File: config.mk
export PLATFORM = sky130hd
export DESIGN_NAME = ssp_bank
export DESIGN_NICKNAME = d
export VERILOG_FILES = /design/src/hw/ssp_pkg.sv /design/src/hw/ssp_bank.sv
export SDC_FILE = /design/constraint.sdc
export NUM_CORES = 1
export LEC_CHECK = 0
export BUFFER_PORTS_ARGS = -buffer_cell sky130_fd_sc_hd__buf_2
export CAP_MARGIN = 30
export CORE_ASPECT_RATIO = 0.5
export CORE_MARGIN = 1.5
export CORE_UTILIZATION = 46
export CTS_BUF_LIST = sky130_fd_sc_hd__clkbuf_8
export DETAILED_ROUTE_END_ITERATION = 10
export PLACE_DENSITY_LB_ADDON = 0.15
export SLEW_MARGIN = 20
export SYNTH_ARGS = -nofsm -noshare
export SYNTH_HDL_FRONTEND = slang
export SYNTH_SLANG_ARGS = --single-unit
File: constraint.sdc
create_clock -name mclk -period 6 [get_ports mclk]
set_clock_uncertainty 0.05 [all_clocks]
set_input_delay 1.5 -clock mclk [delete_from_list [all_inputs] [get_ports mclk]]
set_output_delay 1.5 -clock mclk [all_outputs]
set_load 0.005 [all_outputs]
File: src/hw/ssp_pkg.sv
// constants for the startup and profile object bank
// How it works
// - code 0x00 stays pre-operational after power-on
// - code 0x02 goes operational, broadcasts start-all
// - code 0x08 goes operational, sends nothing
// - startup code is rw word, object 0x1F80
// - profile sub-index 0 reads constant 2
// - sub 1 primary, sub 2 secondary channel
// - sensor kind codes constant, read only
// - sample period constant 1000 us, read only
// - unit codes rw, default bar/celsius
// - unit write stores the value, which nothing else uses
// - config write clears stored date and time
package ssp_pkg;
  // ==========================================
  // object indices
  localparam logic [15:0] IDX_STARTUP = 16'h1f80;
  localparam logic [15:0] IDX_KIND = 16'h6110;
  localparam logic [15:0] IDX_PERIOD = 16'h6114;
  localparam logic [15:0] IDX_UNIT = 16'h6131;
  // ==========================================
  // startup codes
  localparam logic [31:0] START_PREOP = 32'h0000_0000;
  localparam logic [31:0] START_OP_BCAST = 32'h0000_0002;
  localparam logic [31:0] START_OP_QUIET = 32'h0000_0008;
  // ==========================================
  // profile constants and defaults
  localparam logic [7:0] SUB_COUNT = 8'h02;
  localparam logic [15:0] KIND_PRESSURE = 16'h005a;
  localparam logic [15:0] KIND_TEMP = 16'h0064;
  localparam logic [31:0] PERIOD_US = 32'h0000_03e8;
  localparam logic [31:0] UNIT_BAR = 32'h004e_0100;
  localparam logic [31:0] UNIT_DEGC = 32'h002d_0100;
  // ==========================================
  // access answer codes
  localparam logic [1:0] ACK_OK = 2'h0;
  localparam logic [1:0] ACK_NO_OBJ = 2'h1;
  localparam logic [1:0] ACK_READ_ONLY = 2'h2;
  localparam logic [1:0] ACK_BAD_VALUE = 2'h3;
  // nmt states seen by the block
  typedef enum logic [1:0] {ST_BOOT, ST_PREOP, ST_OPER} ssp_nmt_type;
endpackage : ssp_pkg

File: src/hw/ssp_bank.sv
// object dictionary bank: startup behaviour and profile objects
`timescale 1ns/1ps
module ssp_bank #(
  parameter logic [31:0] STARTUP_RESET = 32'h0000_0000,
  parameter logic [15:0] PRIMARY_KIND = 16'h005a
) (
  // clock and reset
  input wire logic mclk,
  input wire logic rst_b,
  // object access from the protocol engine
  input wire logic acc_req,
  input wire logic acc_wr,
  input wire logic [15:0] acc_index,
  input wire logic [7:0] acc_sub,
  input wire logic [31:0] acc_wdata,
  output logic acc_done,
  output logic [1:0] acc_status,
  output logic [31:0] acc_rdata,
  // network management
  input wire logic nmt_start_cmd,
  input wire logic nmt_preop_cmd,
  output logic nmt_operational,
  output logic nmt_start_all_tx,
  // configuration time stamp
  input wire logic cfg_stamp_wr,
  input wire logic [31:0] cfg_days_in,
  input wire logic [31:0] cfg_ms_in,
  output logic [31:0] cfg_days,
  output logic [31:0] cfg_ms
);
  // ==========================================
  // elaboration checks
  // unit default and kind readback only know these two kinds
  if (PRIMARY_KIND != ssp_pkg::KIND_PRESSURE &&
      PRIMARY_KIND != ssp_pkg::KIND_TEMP)
  begin : g_bad_kind
    $error("primary kind must be pressure or temperature");
  end
  // boot decoder would quietly treat any other code as pre-op
  if (STARTUP_RESET != ssp_pkg::START_PREOP &&
      STARTUP_RESET != ssp_pkg::START_OP_BCAST &&
      STARTUP_RESET != ssp_pkg::START_OP_QUIET)
  begin : g_bad_start
    $error("startup reset must be one of the three codes");
  end

  // ==========================================
  // reset release
  logic rst_m_q, rst_s_q;
  always_ff @(posedge mclk or negedge rst_b)
  begin
    if (!rst_b)
    begin
      rst_m_q <= 1'b0;
      rst_s_q <= 1'b0;
    end
    else
    begin
      rst_m_q <= 1'b1;
      rst_s_q <= rst_m_q;
    end
  end
  wire logic rst_n = rst_s_q; // synced active-low reset

  // ==========================================
  // state
  logic [31:0] start_q, start_d; // startup code
  logic [31:0] unit_q [2], unit_d [2]; // unit per channel
  logic [31:0] days_q, days_d, ms_q, ms_d; // config stamp
  ssp_pkg::ssp_nmt_type nmt_q, nmt_d; // boot, pre-op, operational
  logic bcast_q, bcast_d; // one-cycle start-all pulse
  logic done_q, done_d;
  logic [1:0] stat_q, stat_d;
  logic [31:0] rdata_q, rdata_d;

  // default unit follows channel kind; temp-only primary uses celsius
  localparam logic [31:0] UNIT_DFLT0 =
    (PRIMARY_KIND == ssp_pkg::KIND_TEMP) ? ssp_pkg::UNIT_DEGC :
    ssp_pkg::UNIT_BAR;

  // ==========================================
  // next-state logic
  always_comb
  begin
    start_d = start_q;
    unit_d = unit_q;
    days_d = days_q;
    ms_d = ms_q;
    nmt_d = nmt_q;
    bcast_d = 1'b0;
    done_d = 1'b0;
    stat_d = stat_q;
    rdata_d = rdata_q;
    // master-side stamp write; a config write below overrides it
    if (cfg_stamp_wr)
    begin
      days_d = cfg_days_in;
      ms_d = cfg_ms_in;
    end
    // nmt state machine
    case (nmt_q)
      ssp_pkg::ST_BOOT:
      begin
        if (start_q == ssp_pkg::START_OP_BCAST)
        begin
          nmt_d = ssp_pkg::ST_OPER;
          bcast_d = 1'b1;
        end
        else if (start_q == ssp_pkg::START_OP_QUIET)
          nmt_d = ssp_pkg::ST_OPER;
        else
          nmt_d = ssp_pkg::ST_PREOP;
      end
      ssp_pkg::ST_PREOP:
        if (nmt_start_cmd)
          nmt_d = ssp_pkg::ST_OPER;
      ssp_pkg::ST_OPER:
        if (nmt_preop_cmd)
          nmt_d = ssp_pkg::ST_PREOP;
      default:
        nmt_d = ssp_pkg::ST_BOOT;
    endcase
    // object access, answered one cycle later
    if (acc_req)
    begin
      done_d = 1'b1;
      stat_d = ssp_pkg::ACK_OK;
      rdata_d = 32'h0000_0000;
      case (acc_index)
        ssp_pkg::IDX_STARTUP:
          if (acc_sub != 8'h00)
            stat_d = ssp_pkg::ACK_NO_OBJ;
          else if (!acc_wr)
            rdata_d = start_q;
          else if (acc_wdata != ssp_pkg::START_PREOP &&
                   acc_wdata != ssp_pkg::START_OP_BCAST &&
                   acc_wdata != ssp_pkg::START_OP_QUIET)
            stat_d = ssp_pkg::ACK_BAD_VALUE;
          else
          begin
            start_d = acc_wdata;
            days_d = 32'h0000_0000;
            ms_d = 32'h0000_0000;
          end
        ssp_pkg::IDX_KIND, ssp_pkg::IDX_PERIOD, ssp_pkg::IDX_UNIT:
          if (acc_sub == 8'h00)
          begin
            if (acc_wr)
              stat_d = ssp_pkg::ACK_READ_ONLY;
            else
              rdata_d = {24'h00_0000, ssp_pkg::SUB_COUNT};
          end
          else if (acc_sub > ssp_pkg::SUB_COUNT)
            stat_d = ssp_pkg::ACK_NO_OBJ;
          else if (acc_index == ssp_pkg::IDX_UNIT)
          begin
            if (acc_wr)
            begin
              // store and clear the stamp; nothing else reads it
              unit_d[acc_sub[1]] = acc_wdata;
              days_d = 32'h0000_0000;
              ms_d = 32'h0000_0000;
            end
            else
              rdata_d = unit_q[acc_sub[1]];
          end
          else if (acc_wr)
            stat_d = ssp_pkg::ACK_READ_ONLY;
          else if (acc_index == ssp_pkg::IDX_KIND)
            rdata_d = {16'h0000, acc_sub[1] ? ssp_pkg::KIND_TEMP :
                       PRIMARY_KIND};
          else
            rdata_d = ssp_pkg::PERIOD_US;
        default:
          stat_d = ssp_pkg::ACK_NO_OBJ;
      endcase
    end
  end

  // ==========================================
  // registers
  always_ff @(posedge mclk or negedge rst_n)
  begin
    if (!rst_n)
    begin
      start_q <= STARTUP_RESET;
      unit_q[0] <= UNIT_DFLT0;
      unit_q[1] <= ssp_pkg::UNIT_DEGC;
      days_q <= 32'h0000_0000;
      ms_q <= 32'h0000_0000;
      nmt_q <= ssp_pkg::ST_BOOT;
      bcast_q <= 1'b0;
      done_q <= 1'b0;
      stat_q <= ssp_pkg::ACK_OK;
      rdata_q <= 32'h0000_0000;
    end
    else
    begin
      start_q <= start_d;
      unit_q <= unit_d;
      days_q <= days_d;
      ms_q <= ms_d;
      nmt_q <= nmt_d;
      bcast_q <= bcast_d;
      done_q <= done_d;
      stat_q <= stat_d;
      rdata_q <= rdata_d;
    end
  end

  // ==========================================
  // outputs
  assign acc_done = done_q;
  assign acc_status = stat_q;
  assign acc_rdata = rdata_q;
  assign nmt_operational = (nmt_q == ssp_pkg::ST_OPER);
  assign nmt_start_all_tx = bcast_q;
  assign cfg_days = days_q;
  assign cfg_ms = ms_q;
endmodule : ssp_bank

-- Yosys cells after proc, flatten, opt, wreduce, memory -nomap -nowiden
Cells that the tools add are included.
- memories kept: 0
- ROM bits: 0
- input port bits: 127
- output and inout bits: 101
- register bits: 200
- latch bits: 0
- word-level logic and storage cells: 96
- memory bits (writable): 0
- equal/unequal tests: 12
- multiply operators: 0
- reduce and logical (&&, ||, !) cells: 11
- $add $sub $neg: 0
- bitwise operators: 5
- shifts and indexed selects: 0
- magnitude comparators: 3
- muxes and demuxes: 53
- div/mod/pow operators: 0
- operators with widths (cell ; number):
    $mux W32 ; 28
    $pmux W32 S2 ; 3
    $bwmux W64 ; 1
    $eq A16 B15 Y1 const B ; 3
    $demux W32 S1 ; 1
    $eq A32 B2 Y1 const B ; 1
    $eq A32 B4 Y1 const B ; 1
    $ne A32 B2 Y1 const B ; 1
    $ne A32 B4 Y1 const B ; 1
    $reduce_bool A32 Y1 ; 1
    $mux W2 ; 12
    $mux W10 ; 2
    $eq A16 B13 Y1 const B ; 1
    $gt A8 B2 Y1 const B ; 1
    $logic_not A8 Y1 ; 1
    $reduce_bool A8 Y1 ; 1
    $mux W6 ; 1
    $pmux W2 S3 ; 1
    $reduce_and A6 Y1 ; 1
    $reduce_and A5 Y1 ; 1
    $ne A2 B2 Y1 const B ; 2
    $not A1 Y1 ; 4
    $pmux W2 S2 ; 1
    $logic_and A1 B1 Y1 ; 3
    other kinds (9) ; 11

-- Longest topological paths before layout
Gate-level depths: netlist of run 1.
- depth in word-level cells: 9
- mapped depth: 7
- depth with buffers taken out: 5

-- Least setup slack after synthesis of run 1
OpenSTA, ideal clock, no wires.
- kind: input to register
- start: in acc_sub[7]
- end: reg unit_q[1] (netlist name)
- slack: 2.905 ns
- library setup time: 0.127 ns
- data arrival time: 2.917 ns
- path buffers: 1
- cell stages on the path: 6
- data required time: 5.823 ns
- cells stage by stage: nor4_2 > nand4_1 > nor2_1 > nand3_1 > buf_1 > mux2_1
- cells in the longest elaborated chain, start to end: 3
- elaborated cells between the ends (all ways): 5
- those cells by class: 1 x order compare; 2 x bitwise; 2 x reduce/logical
- ends and longest elaborated chain (item ; RTL line ; text):
    from (decl) ; ssp_bank.sv:14 ; input wire logic [7:0] acc_sub,
    $gt A8 B2 Y1 or $logic_not A8 Y1 (tied branches) ; ssp_bank.sv:153, ssp_bank.sv:146 ;
    $not A1 Y1 (no line) ; - ;
    $reduce_and A6 Y1 (no line) * ; - ;
    to (signal assigned) ; ssp_bank.sv:200 ; unit_q <= unit_d;
    to (decl) ; ssp_bank.sv:68 ; logic [31:0] unit_q [2], unit_d [2];
Every way passes the cells marked *; elsewhere a longest branch is shown, timed or not.
A chain may end at the register's enable or synchronous reset.

-- Final worst setup path of run 1
- start: in acc_wdata[18]
- end: reg days_q[28], in the netlist cfg_days[28]
- cells in the longest elaborated chain, start to end: 8
- elaborated cells between the ends (all ways): 10
- those cells by class: 2 x eq/ne; 5 x mux; 3 x reduce/logical
- ends and longest elaborated chain (item ; RTL line ; text):
    from (decl) ; ssp_bank.sv:15 ; input wire logic [31:0] acc_wdata,
    $ne A32 B2 Y1 or $reduce_bool A32 Y1 (tied branches) ; ssp_bank.sv:136, ssp_bank.sv:135 ;
    $logic_and A1 B1 Y1 ; ssp_bank.sv:135 ; else if (acc_wdata != ssp_pkg::START_PREOP &&
    $logic_and A1 B1 Y1 * ; ssp_bank.sv:136 ; acc_wdata != ssp_pkg::START_OP_BCAST &&
    $mux W32 * ; ssp_bank.sv:135 ;
    $mux W32 * ; ssp_bank.sv:133 ; else if (!acc_wr)
    $mux W32 * ; ssp_bank.sv:131 ; if (acc_sub != 8'h00)
    $pmux W32 S2 * ; ssp_bank.sv:129 ; case (acc_index)
    $mux W32 * ; ssp_bank.sv:124 ; if (acc_req)
    named net days_d[28] ; ssp_bank.sv:69 ; logic [31:0] days_q, days_d, ms_q, ms_d;
    to (signal assigned) ; ssp_bank.sv:201 ; days_q <= days_d;
    to (decl) ; ssp_bank.sv:69 ;
The timed path passes the listed nets; every way through them passes the cells marked *.

==> flow_metrics.py, run 1 <==
metrics = {
    "global_routing": {
        "grtUsageTotal_pct": 22.07,
        "antenna_found_initial": 0,
        "grt_max_degree": 199,
        "grt_pass1_wl_um": 33440,
        "overflow": 0,
        "grt_pass1_vias": 6207,
    },
    "drt": {
        "drtIter0Drc": 230,
        "vias": 6248,
        "drc": 0,
        "wire_per_inst_um": 18.09,
        "routed_wl_um": 21280,
        "routed_via_density": 5.313,
        "dr.pass1.iters": 5,
        "ant_nets": 0,
    },
    "flow_run": {
        "drv_cap": 0,
    },
    "cts": {
        "clockBufferDepth": 2,
        "path_clk_slew_ns": 0.10,
        "cts-htree-levels": 4,
        "insertion_delay_ns": 0.47,
        "cts_tree": "done",
        "clkSinkCount": 200,
        "ctsHoldBuffers": 0,
        "cts-resized-gates": 0,
        "cts_setup_buffers": 0,
        "cts_buffers": 17,
        "cts_root_buf": "clkbuf_8",
    },
    "placement": {
        "place_congestion": 0.8776,
        "io_buffers": 227,
        "dp_hpwl_um": 14580,
    },
    "sta": {
        "tns_ns": 0,
        "whs_ns": 0.3195,
        "drv_slew": 0,
        "setup_viol": 0,
        "report.final.hold_viol_count": 0,
        "min_period_over_period_pct": 65.66,
        "max_freq_ghz": 0.2538,
        "fin_crit_ns": 3.940,
        "rsz0062_at_grt": "no",
        "relSlewSlack_pct": 47.45,
        "tightestPinTransition_ns": 0.7882,
    },
    "floorplan": {
        "fp.dieH_um": 99.97,
        "fp-row-count": 35,
        "die_w_um": 196.9,
        "core_um2": 18390,
        "dieArea_um2": 19690,
        "initial_core_util_pct": 47.03,
        "io_pins": 228,
    },
    "synth": {
        "synth-edff-count": 0,
        "ys_ff_latch": 200,
        "yosysSeqAreaShare_pct": 58.00,
        "synth_ff_type": "dfrtp_1",
        "synth_area_per_cell_um2": 12.25,
        "async_reset_ff_share_pct": 100.0,
        "synthCells": 706,
        "yosys_warnings": 0,
        "syn_nets": 833,
        "netlist_area_um2": 8651,
        "synth_cell_type_count": 53,
    },
    "setup_path": {
        "cp_data_arrival_time_ns": 4.23,
        "path_cells": "buf_2 > nor4_1 > nand4_1 > nor4_1 > o221a_2 > buf_4 > nor2_1",
        "cp-start-kind": "primary input",
        "path_class": "primary input to flip-flop",
        "max_stage_delay_ns": 0.78,
        "path_common_cell": "nor4_1",
        "required_ns": 6.29,
        "critPathMaxFanout": 33,
        "critPathSlowestCell": "o221a_2",
        "worst-path-buf-inv": 2,
        "critPathTopFamily": "simple AND/OR/NAND/NOR gates",
        "end_kind": "flip-flop",
    },
    "final_layout": {
        "area_growth_pct": 20.65,
        "layout.nets": 1050,
        "fillCellCount": 1594,
        "drive_gt1_share_pct": 40.49,
        "diodes": 0,
    },
    "pwr": {
        "p_leak_nw": 5.321,
        "powerDensity_nw_per_um2": 248.7,
        "ir_drop_mv": 0.1340,
    },
    "hold_path": {
        "min_path_type": "flip-flop to flip-flop",
    },
    "status": {
        "outcome": "finished clean",
    },
}
-- power by group --
group          internal [mW]  switching [mW]  total [mW]
clock network          0.362           0.493       0.855
logic                  0.132           0.159       0.292
registers               1.41          0.0386        1.45
-- cell usage after synthesis, drive strengths merged, types with 10 or more instances --
cell / count / area (um^2)
a221oi: 23 / 201.4
and2: 31 / 193.9
buf: 18 / 127.6
clkbuf: 23 / 86.33
dfrtp: 190 / 4755
dfstp: 10 / 262.8
mux2: 93 / 1047
mux2i: 68 / 680.7
nor2: 124 / 490.5
nor4: 23 / 162.7
-- registers in the layout (all words and copies together), names as in the netlist --
register and count:
cfg_ms 32, cfg_days 32, acc_done 1, rst_n 1, unit_q 64, acc_rdata 32, start_q 32, rst_m_q 1
acc_status 2, nmt_start_all_tx 1, nmt_q 2
-- cell families (layout without fill, tap and decap cells) --
group	Yosys count	after routing	share of synthesized area, %
compound gates	64	64	5.395
xor+xnor	2	2	0.2025
fa+ha+maj	1	1	0.1157
buf+inv	46	276	2.690
flops	200	200	58.00
mux	161	161	19.97
other cells	1	1	0.04335
simple gates	231	231	13.58
-- cell usage in the layout (no fill, tap or decap), types with 2 or more instances in the layout --
master      synthesis  routed
or3_1               2       2
nor2_1            114     114
buf_4               0       9
nor4_1             20      19
nor2b_1             7       7
o21a_1              2       2
inv_1               4       4
and2_1             31      31
nand3_1             7       7
nor2_2             10      10
o21ai_1             2       2
a211oi_1            2       2
o22ai_1             2       2
a221oi_1           23      23
and4_1              3       3
buf_2               6     226
nand2_1             8       8
mux2i_1            68      68
mux2_1             14      14
clkinvlp_4          0       3
dfstp_2            10      10
inv_6               0       6
nor3_1              8       8
o21ai_0             6       6
dfrtp_1           190     189
o31ai_1             2       2
clkbuf_8            0      19
o21bai_1            2       2
nor4_2              3       3
a21oi_1             9       9
a31oi_1             7       7
nand4_1             9       9
buf_16              0       2
mux2_2             79      79
-- stage by stage --
step                setup WS (ns)  util (%)  instance area [um^2]  std cells  power (mW)
floorplan                   2.664         -                  8652        706       1.611
global placement            1.651     54.23                  9975       1141       1.759
detailed placement          1.599     54.23                  9975       1141       1.767
CTS                         2.116     56.39                 10370       1173       2.630
global route                1.932     56.75                 10440       1176       2.726
finish                      2.060     56.75                 10440       1176       2.596
-- final timing paths --
| check | from | endpoint | slack, ns | cells past startpoint |
|---|---|---|---|---|
| max | acc_wdata[18] | cfg_days[28]$_DFF_PN0_ | 2.06 | 7 |
| min | rst_m_q$_DFF_PN0_ | rst_n$_DFF_PN0_ | 0.32 | 0 |
| max reg2reg | start_q[20]$_DFFE_PN0P_ | nmt_q[1]$_DFFE_PN0P_ | 4.21 | 4 |
| min reg2reg | rst_m_q$_DFF_PN0_ | rst_n$_DFF_PN0_ | 0.32 | 0 |
| max in group asynchronous | rst_n$_DFF_PN0_ | unit_q[16]$_DFFE_PN1P_ | 4.69 | 2 |
| min in group asynchronous | rst_n$_DFF_PN0_ | unit_q[24]$_DFFE_PN0P_ | 0.34 | 1 |
-- area by class of cell --
type / count / area (um^2) / area share [%]
inverters: 5 / 18.77 / 0.1798
flip-flops and latches: 200 / 5021 / 48.11
multi-input cells: 460 / 3416 / 32.73
clock buffers: 19 / 261.5 / 2.505
repair buffers: 239 / 1285 / 12.31
well taps: 240 / 300.3 / 2.877
clock inverters: 13 / 135.1 / 1.295
-- per-layer routing --
metal | part of all wire, % | wire length (um) | global-route usage [%]
met4 | 0.60 | 128 | 5.520
met5 | 0 | 0 | 0
met1 | 45 | 9677 | 29.37
met2 | 48 | 10300 | 36.91
met3 | 5.5 | 1173 | 5.175
Note: power is estimated with default switching activity, not from simulation.
==> run 2, diff against run 1 <==
==> constraint.sdc (replaced) <==
create_clock -name mclk -period 4.05 [get_ports mclk]
set_clock_uncertainty 0.05 [all_clocks]
set_input_delay 1.0125 -clock mclk [delete_from_list [all_inputs] [get_ports mclk]]
set_output_delay 1.0125 -clock mclk [all_outputs]
set_load 0.005 [all_outputs]
==> run 2 against run 1 <==
Non-clock buffer count is 2 higher; first-iteration DRC count is 25% higher; clock power is 52% higher; power is 49% higher; worst hold slack worse by 0.13 ns; sequential power is 48% higher; combinational power is 47% higher; utilization is 0.17 points higher.
==> flow_metrics.py, run 2 (synthesis results as in run 1) <==
metrics = {
    "status": {
        "outcome": "finished clean",
    },
    "setup_path": {
        "path_class": "primary input to flip-flop",
        "ff2ff_setup_slack_ns": 2.25,
        "crit-reg2reg-capture": "nmt_q[1]$_DFFE_PN0P_",
        "rr_worst_depth": 4,
        "path_common_cell": "nor4_1",
        "required_ns": 4.33,
        "cp-start-kind": "primary input",
        "critPathTopFamily": "simple AND/OR/NAND/NOR gates",
        "timing.rr.start": "start_q[20]$_DFFE_PN0P_",
        "worst-path-buf-inv": 2,
        "end_kind": "flip-flop",
        "cp_data_arrival_time_ns": 3.01,
        "max_stage_delay_ns": 0.54,
        "critPathMaxFanout": 64,
        "path_cells": "buf_2 > nor4_1 > nand4_1 > nor4_1 > o221a_2 > buf_12 > nor2_1",
        "critPathSlowestCell": "nor4_1",
    },
    "sta": {
        "min_period_over_period_pct": 67.33,
        "fin_crit_ns": 2.727,
        "setup_ws_ns": 1.323,
        "drv_slew": 0,
        "report.final.hold_viol_count": 0,
        "setup_viol": 0,
        "whs_ns": 0.1853,
        "max_freq_ghz": 0.3667,
        "tns_ns": 0,
        "tightestPinTransition_ns": 0.6448,
        "relSlewSlack_pct": 56.41,
        "rsz0062_at_grt": "no",
    },
    "drt": {
        "vias": 6270,
        "top_layer_used": "met4",
        "wl_met2_um": 10270,
        "met3WireLength_um": 1240,
        "routed_via_density": 5.323,
        "wl_met1_um": 10040,
        "dr.pass1.iters": 4,
        "drtIter0Drc": 288,
        "routed_wl_um": 21700,
        "drc": 0,
        "ant_nets": 0,
        "wire_per_inst_um": 18.42,
    },
    "cts": {
        "path_clk_slew_ns": 0.12,
        "clkSinkCount": 200,
        "cts_root_buf": "clkbuf_8",
        "clockBufferDepth": 2,
        "cts_buffers": 17,
        "ctsHoldBuffers": 0,
        "cts_tree": "done",
        "insertion_delay_ns": 0.47,
        "cts-htree-levels": 4,
        "cts-resized-gates": 0,
        "cts_setup_buffers": 0,
    },
    "floorplan": {
        "die_w_um": 196.9,
        "fp.dieH_um": 99.97,
        "fp-row-count": 35,
        "core_um2": 18390,
        "io_pins": 228,
        "initial_core_util_pct": 47.03,
        "dieArea_um2": 19690,
    },
    "global_routing": {
        "antenna_found_initial": 0,
        "overflow": 0,
        "grtUsageTotal_pct": 22.77,
        "grt_max_degree": 74,
        "grt_pass1_vias": 6235,
        "grt_pass1_wl_um": 34400,
    },
    "final_layout": {
        "area_growth_pct": 21.02,
        "largest_register_ffs": 64,
        "final_util_pct": 56.92,
        "final_common_cell": "buf_2",
        "layout.nets": 1052,
        "stdcell_area_um2": 10470,
        "diodes": 0,
        "layout.cells.non_filler": 1178,
        "final_cell_mix": "226 x buf_2, 189 x dfrtp_1, 114 x nor2_1",
        "drive_gt1_share_pct": 40.51,
        "largest-register": "unit_q",
    },
    "hold_path": {
        "min_path_type": "flip-flop to async pin",
    },
    "placement": {
        "dp_hpwl_um": 14990,
        "io_buffers": 227,
        "dp_cells": 1145,
        "place_congestion": 0.8245,
        "place_ws_ns": 0.9250,
        "postPlaceCellArea_um2": 10040,
    },
    "pwr": {
        "powerDensity_nw_per_um2": 370.6,
        "power_mw": 3.880,
        "ir_drop_mv": 0.2086,
        "p_leak_nw": 5.333,
    },
    "flow_run": {
        "drv_cap": 0,
    },
}
## run 2: layout make-up
class	count	area (um^2)
Tap cell	240	300.3
Sequential cell	200	5021
Fill cell	1625	7924
Timing Repair Buffer	241	1309
Clock buffer	17	234.0
Multi-Input combinational cell	460	3416
Inverter	5	18.77
Clock inverter	15	170.2
## run 2: power by group
group	leakage, nW	internal [mW]	total (mW)	switching (mW)
sequential	2.56	2.09	2.15	0.0617
combinational	2.58	0.197	0.430	0.233
clock	0.195	0.562	1.30	0.737
## run 2: worst max-delay path by stage
stage / startpoint / end / slack [ns] / cells after the start
finish: acc_wdata[18] / cfg_days[19]$_DFF_PN0_ / 1.32 / 7
global route: acc_wdata[15] / cfg_days[19]$_DFF_PN0_ / 1.28 / 7
CTS: acc_wdata[18] / cfg_days[19]$_DFF_PN0_ / 1.44 / 7
detailed placement: acc_wdata[15] / cfg_days[19]$_DFF_PN0_ / 0.93 / 7
global placement: acc_wdata[15] / cfg_days[7]$_DFF_PN0_ / 0.97 / 7
floorplan: rst_n$_DFF_PN0_ / acc_done$_DFF_PN0_ / 0.71 / 0
## run 2: metal layers
metal,up-vias,track usage [%]
li1,2946,-
met1,3142,30.80
met2,169,37.21
met3,13,5.746
met4,0,5.461
met5,-,0
==> run 3, diff against run 2 <==
==> constraint.sdc (replaced) <==
create_clock -name mclk -period 2.8 [get_ports mclk]
set_clock_uncertainty 0.05 [all_clocks]
set_input_delay 0.7 -clock mclk [delete_from_list [all_inputs] [get_ports mclk]]
set_output_delay 0.7 -clock mclk [all_outputs]
set_load 0.005 [all_outputs]
==> run 3 against run 2 <==
Sequential power increased by 45%; design area grew 2.1%; clock power up 59%; non-clock buffer count up 15; largest cell class unchanged; sequential share of layout area decreased by 0.98 points; die area did not move; routed wire length down 1.1%.
==> flow_metrics.py, run 3 (synthesis results as in run 1) <==
metrics = {
    "cts": {
        "cts_root_buf": "clkbuf_8",
        "clockBufferDepth": 2,
        "cts_setup_buffers": 0,
        "cts_buffers": 17,
        "insertion_delay_ns": 0.47,
        "cts-htree-levels": 4,
        "ctsHoldBuffers": 1,
        "clkSinkCount": 200,
        "cts_tree": "done",
        "path_clk_slew_ns": 0.10,
        "cts-resized-gates": 0,
    },
    "drt": {
        "dr.pass1.iters": 4,
        "wl_met2_um": 10160,
        "drtIter0Drc": 233,
        "wire_per_inst_um": 17.99,
        "met3WireLength_um": 1058,
        "routed_wl_um": 21460,
        "wl_met1_um": 10080,
        "top_layer_used": "met5",
        "ant_nets": 0,
        "vias": 6264,
        "drc": 0,
        "routed_via_density": 5.251,
    },
    "setup_path": {
        "required_ns": 3.10,
        "end_kind": "flip-flop",
        "ff2ff_setup_slack_ns": 1.06,
        "path_class": "primary input to flip-flop",
        "cp_data_arrival_time_ns": 2.70,
        "rr_worst_depth": 4,
        "timing.rr.start": "start_q[20]$_DFFE_PN0P_",
        "cp-start-kind": "primary input",
        "critPathMaxFanout": 28,
        "crit-reg2reg-capture": "nmt_q[1]$_DFFE_PN0P_",
    },
    "sta": {
        "min_period_over_period_pct": 85.85,
        "relSlewSlack_pct": 65.23,
        "setup_ws_ns": 0.3962,
        "tightestPinTransition_ns": 0.5216,
        "max_freq_ghz": 0.4160,
        "setup_viol": 0,
        "drv_slew": 0,
        "rsz0062_at_grt": "no",
        "fin_crit_ns": 2.404,
        "report.final.hold_viol_count": 0,
        "whs_ns": 0.2303,
        "tns_ns": 0,
    },
    "floorplan": {
        "dieArea_um2": 19690,
        "core_um2": 18390,
        "die_w_um": 196.9,
        "fp.dieH_um": 99.97,
        "fp-row-count": 35,
        "initial_core_util_pct": 47.03,
        "io_pins": 228,
    },
    "pwr": {
        "p_clk_share_pct": 35.7,
        "internal_power_mw": 4.306,
        "p_leak_nw": 5.458,
        "power_mw": 5.806,
        "p_comb_share_pct": 10.7,
        "p_seq_share_pct": 53.6,
        "ir_drop_mv": 0.3067,
        "p_sw_share_pct": 25.84,
        "switching_power_mw": 1.501,
        "powerDensity_nw_per_um2": 543.3,
    },
    "placement": {
        "place_congestion": 0.8300,
        "dp_hpwl_um": 14990,
        "postPlaceCellArea_um2": 10230,
        "place_ws_ns": 0.007231,
        "io_buffers": 227,
    },
    "global_routing": {
        "antenna_found_initial": 1,
        "overflow": 0,
        "grt_pass1_vias": 6419,
        "grt_max_degree": 94,
        "grtUsageTotal_pct": 22.43,
        "grt_pass1_wl_um": 34040,
    },
    "final_layout": {
        "multi_input_area_um2": 3416,
        "regArea_um2": 5021,
        "stdcell_area_um2": 10690,
        "fillCellCount": 1615,
        "diodes": 0,
        "largest_register_ffs": 64,
        "layout.nets": 1067,
        "final_common_cell": "buf_2",
        "largest-register": "unit_q",
        "final_cell_mix": "226 x buf_2, 189 x dfrtp_1, 114 x nor2_1",
        "area_growth_pct": 23.53,
        "drive_gt1_share_pct": 41.45,
    },
    "status": {
        "outcome": "finished clean",
    },
    "hold_path": {
        "min_path_type": "flip-flop to async pin",
    },
    "flow_run": {
        "drv_cap": 0,
    },
}
## run 3: final cells by class
class	count	area share (%)
flip-flops and latches	200	46.99
multi-input cells	460	31.96
repair buffers	256	13.89
well taps	240	2.810
clock buffers	17	2.189
clock inverters	15	1.990
inverters	5	0.1756
## run 3: layer usage
metal  global-route usage [%]  vias to the layer above
met3                    5.746                       15
met2                    37.05                      132
li1                         -                     2982
met1                    29.86                     3133
met5                        0                        -
met4                    5.637                        2
## run 3: worst max path at each step
stage,start,cells past startpoint,to
final,acc_wdata[25],8,cfg_days[23]$_DFF_PN0_
after global routing,acc_wdata[15],9,cfg_days[20]$_DFF_PN0_
after CTS,acc_wdata[25],8,cfg_days[28]$_DFF_PN0_
after detailed placement,acc_wdata[25],8,cfg_days[25]$_DFF_PN0_
after global placement,acc_wdata[25],8,cfg_days[24]$_DFF_PN0_
after floorplan,acc_sub[7],6,unit_q[1]$_DFFE_PN0P_
## run 3: power groups by stage
stage / Clock (mW) / Combinational, mW / Sequential [mW]
after floorplan: 0 / 0.250 / 3.20
after global placement: 0 / 0.617 / 3.16
after detailed placement: 0 / 0.629 / 3.17
after CTS: 2.12 / 0.631 / 3.11
after global routing: 2.24 / 0.700 / 3.13
final: 2.07 / 0.623 / 3.11
## run 3: worst max-delay path, stage by stage
cell and delay (ns):
buf_2 0.11, nor4_1 0.42, nand4_1 0.30, nor4_1 0.43, buf_4 0.17, o221a_2 0.28, buf_12 0.21, nor2_1 0.07
## run 3: through the flow
stage          instances  util [%]
5_1_grt             1193     58.10
3_5_place_dp        1160     55.62
3_3_place_gp        1160     55.62
4_1_cts             1193     58.10
6_report            1193     58.10
2_1_floorplan        706         -
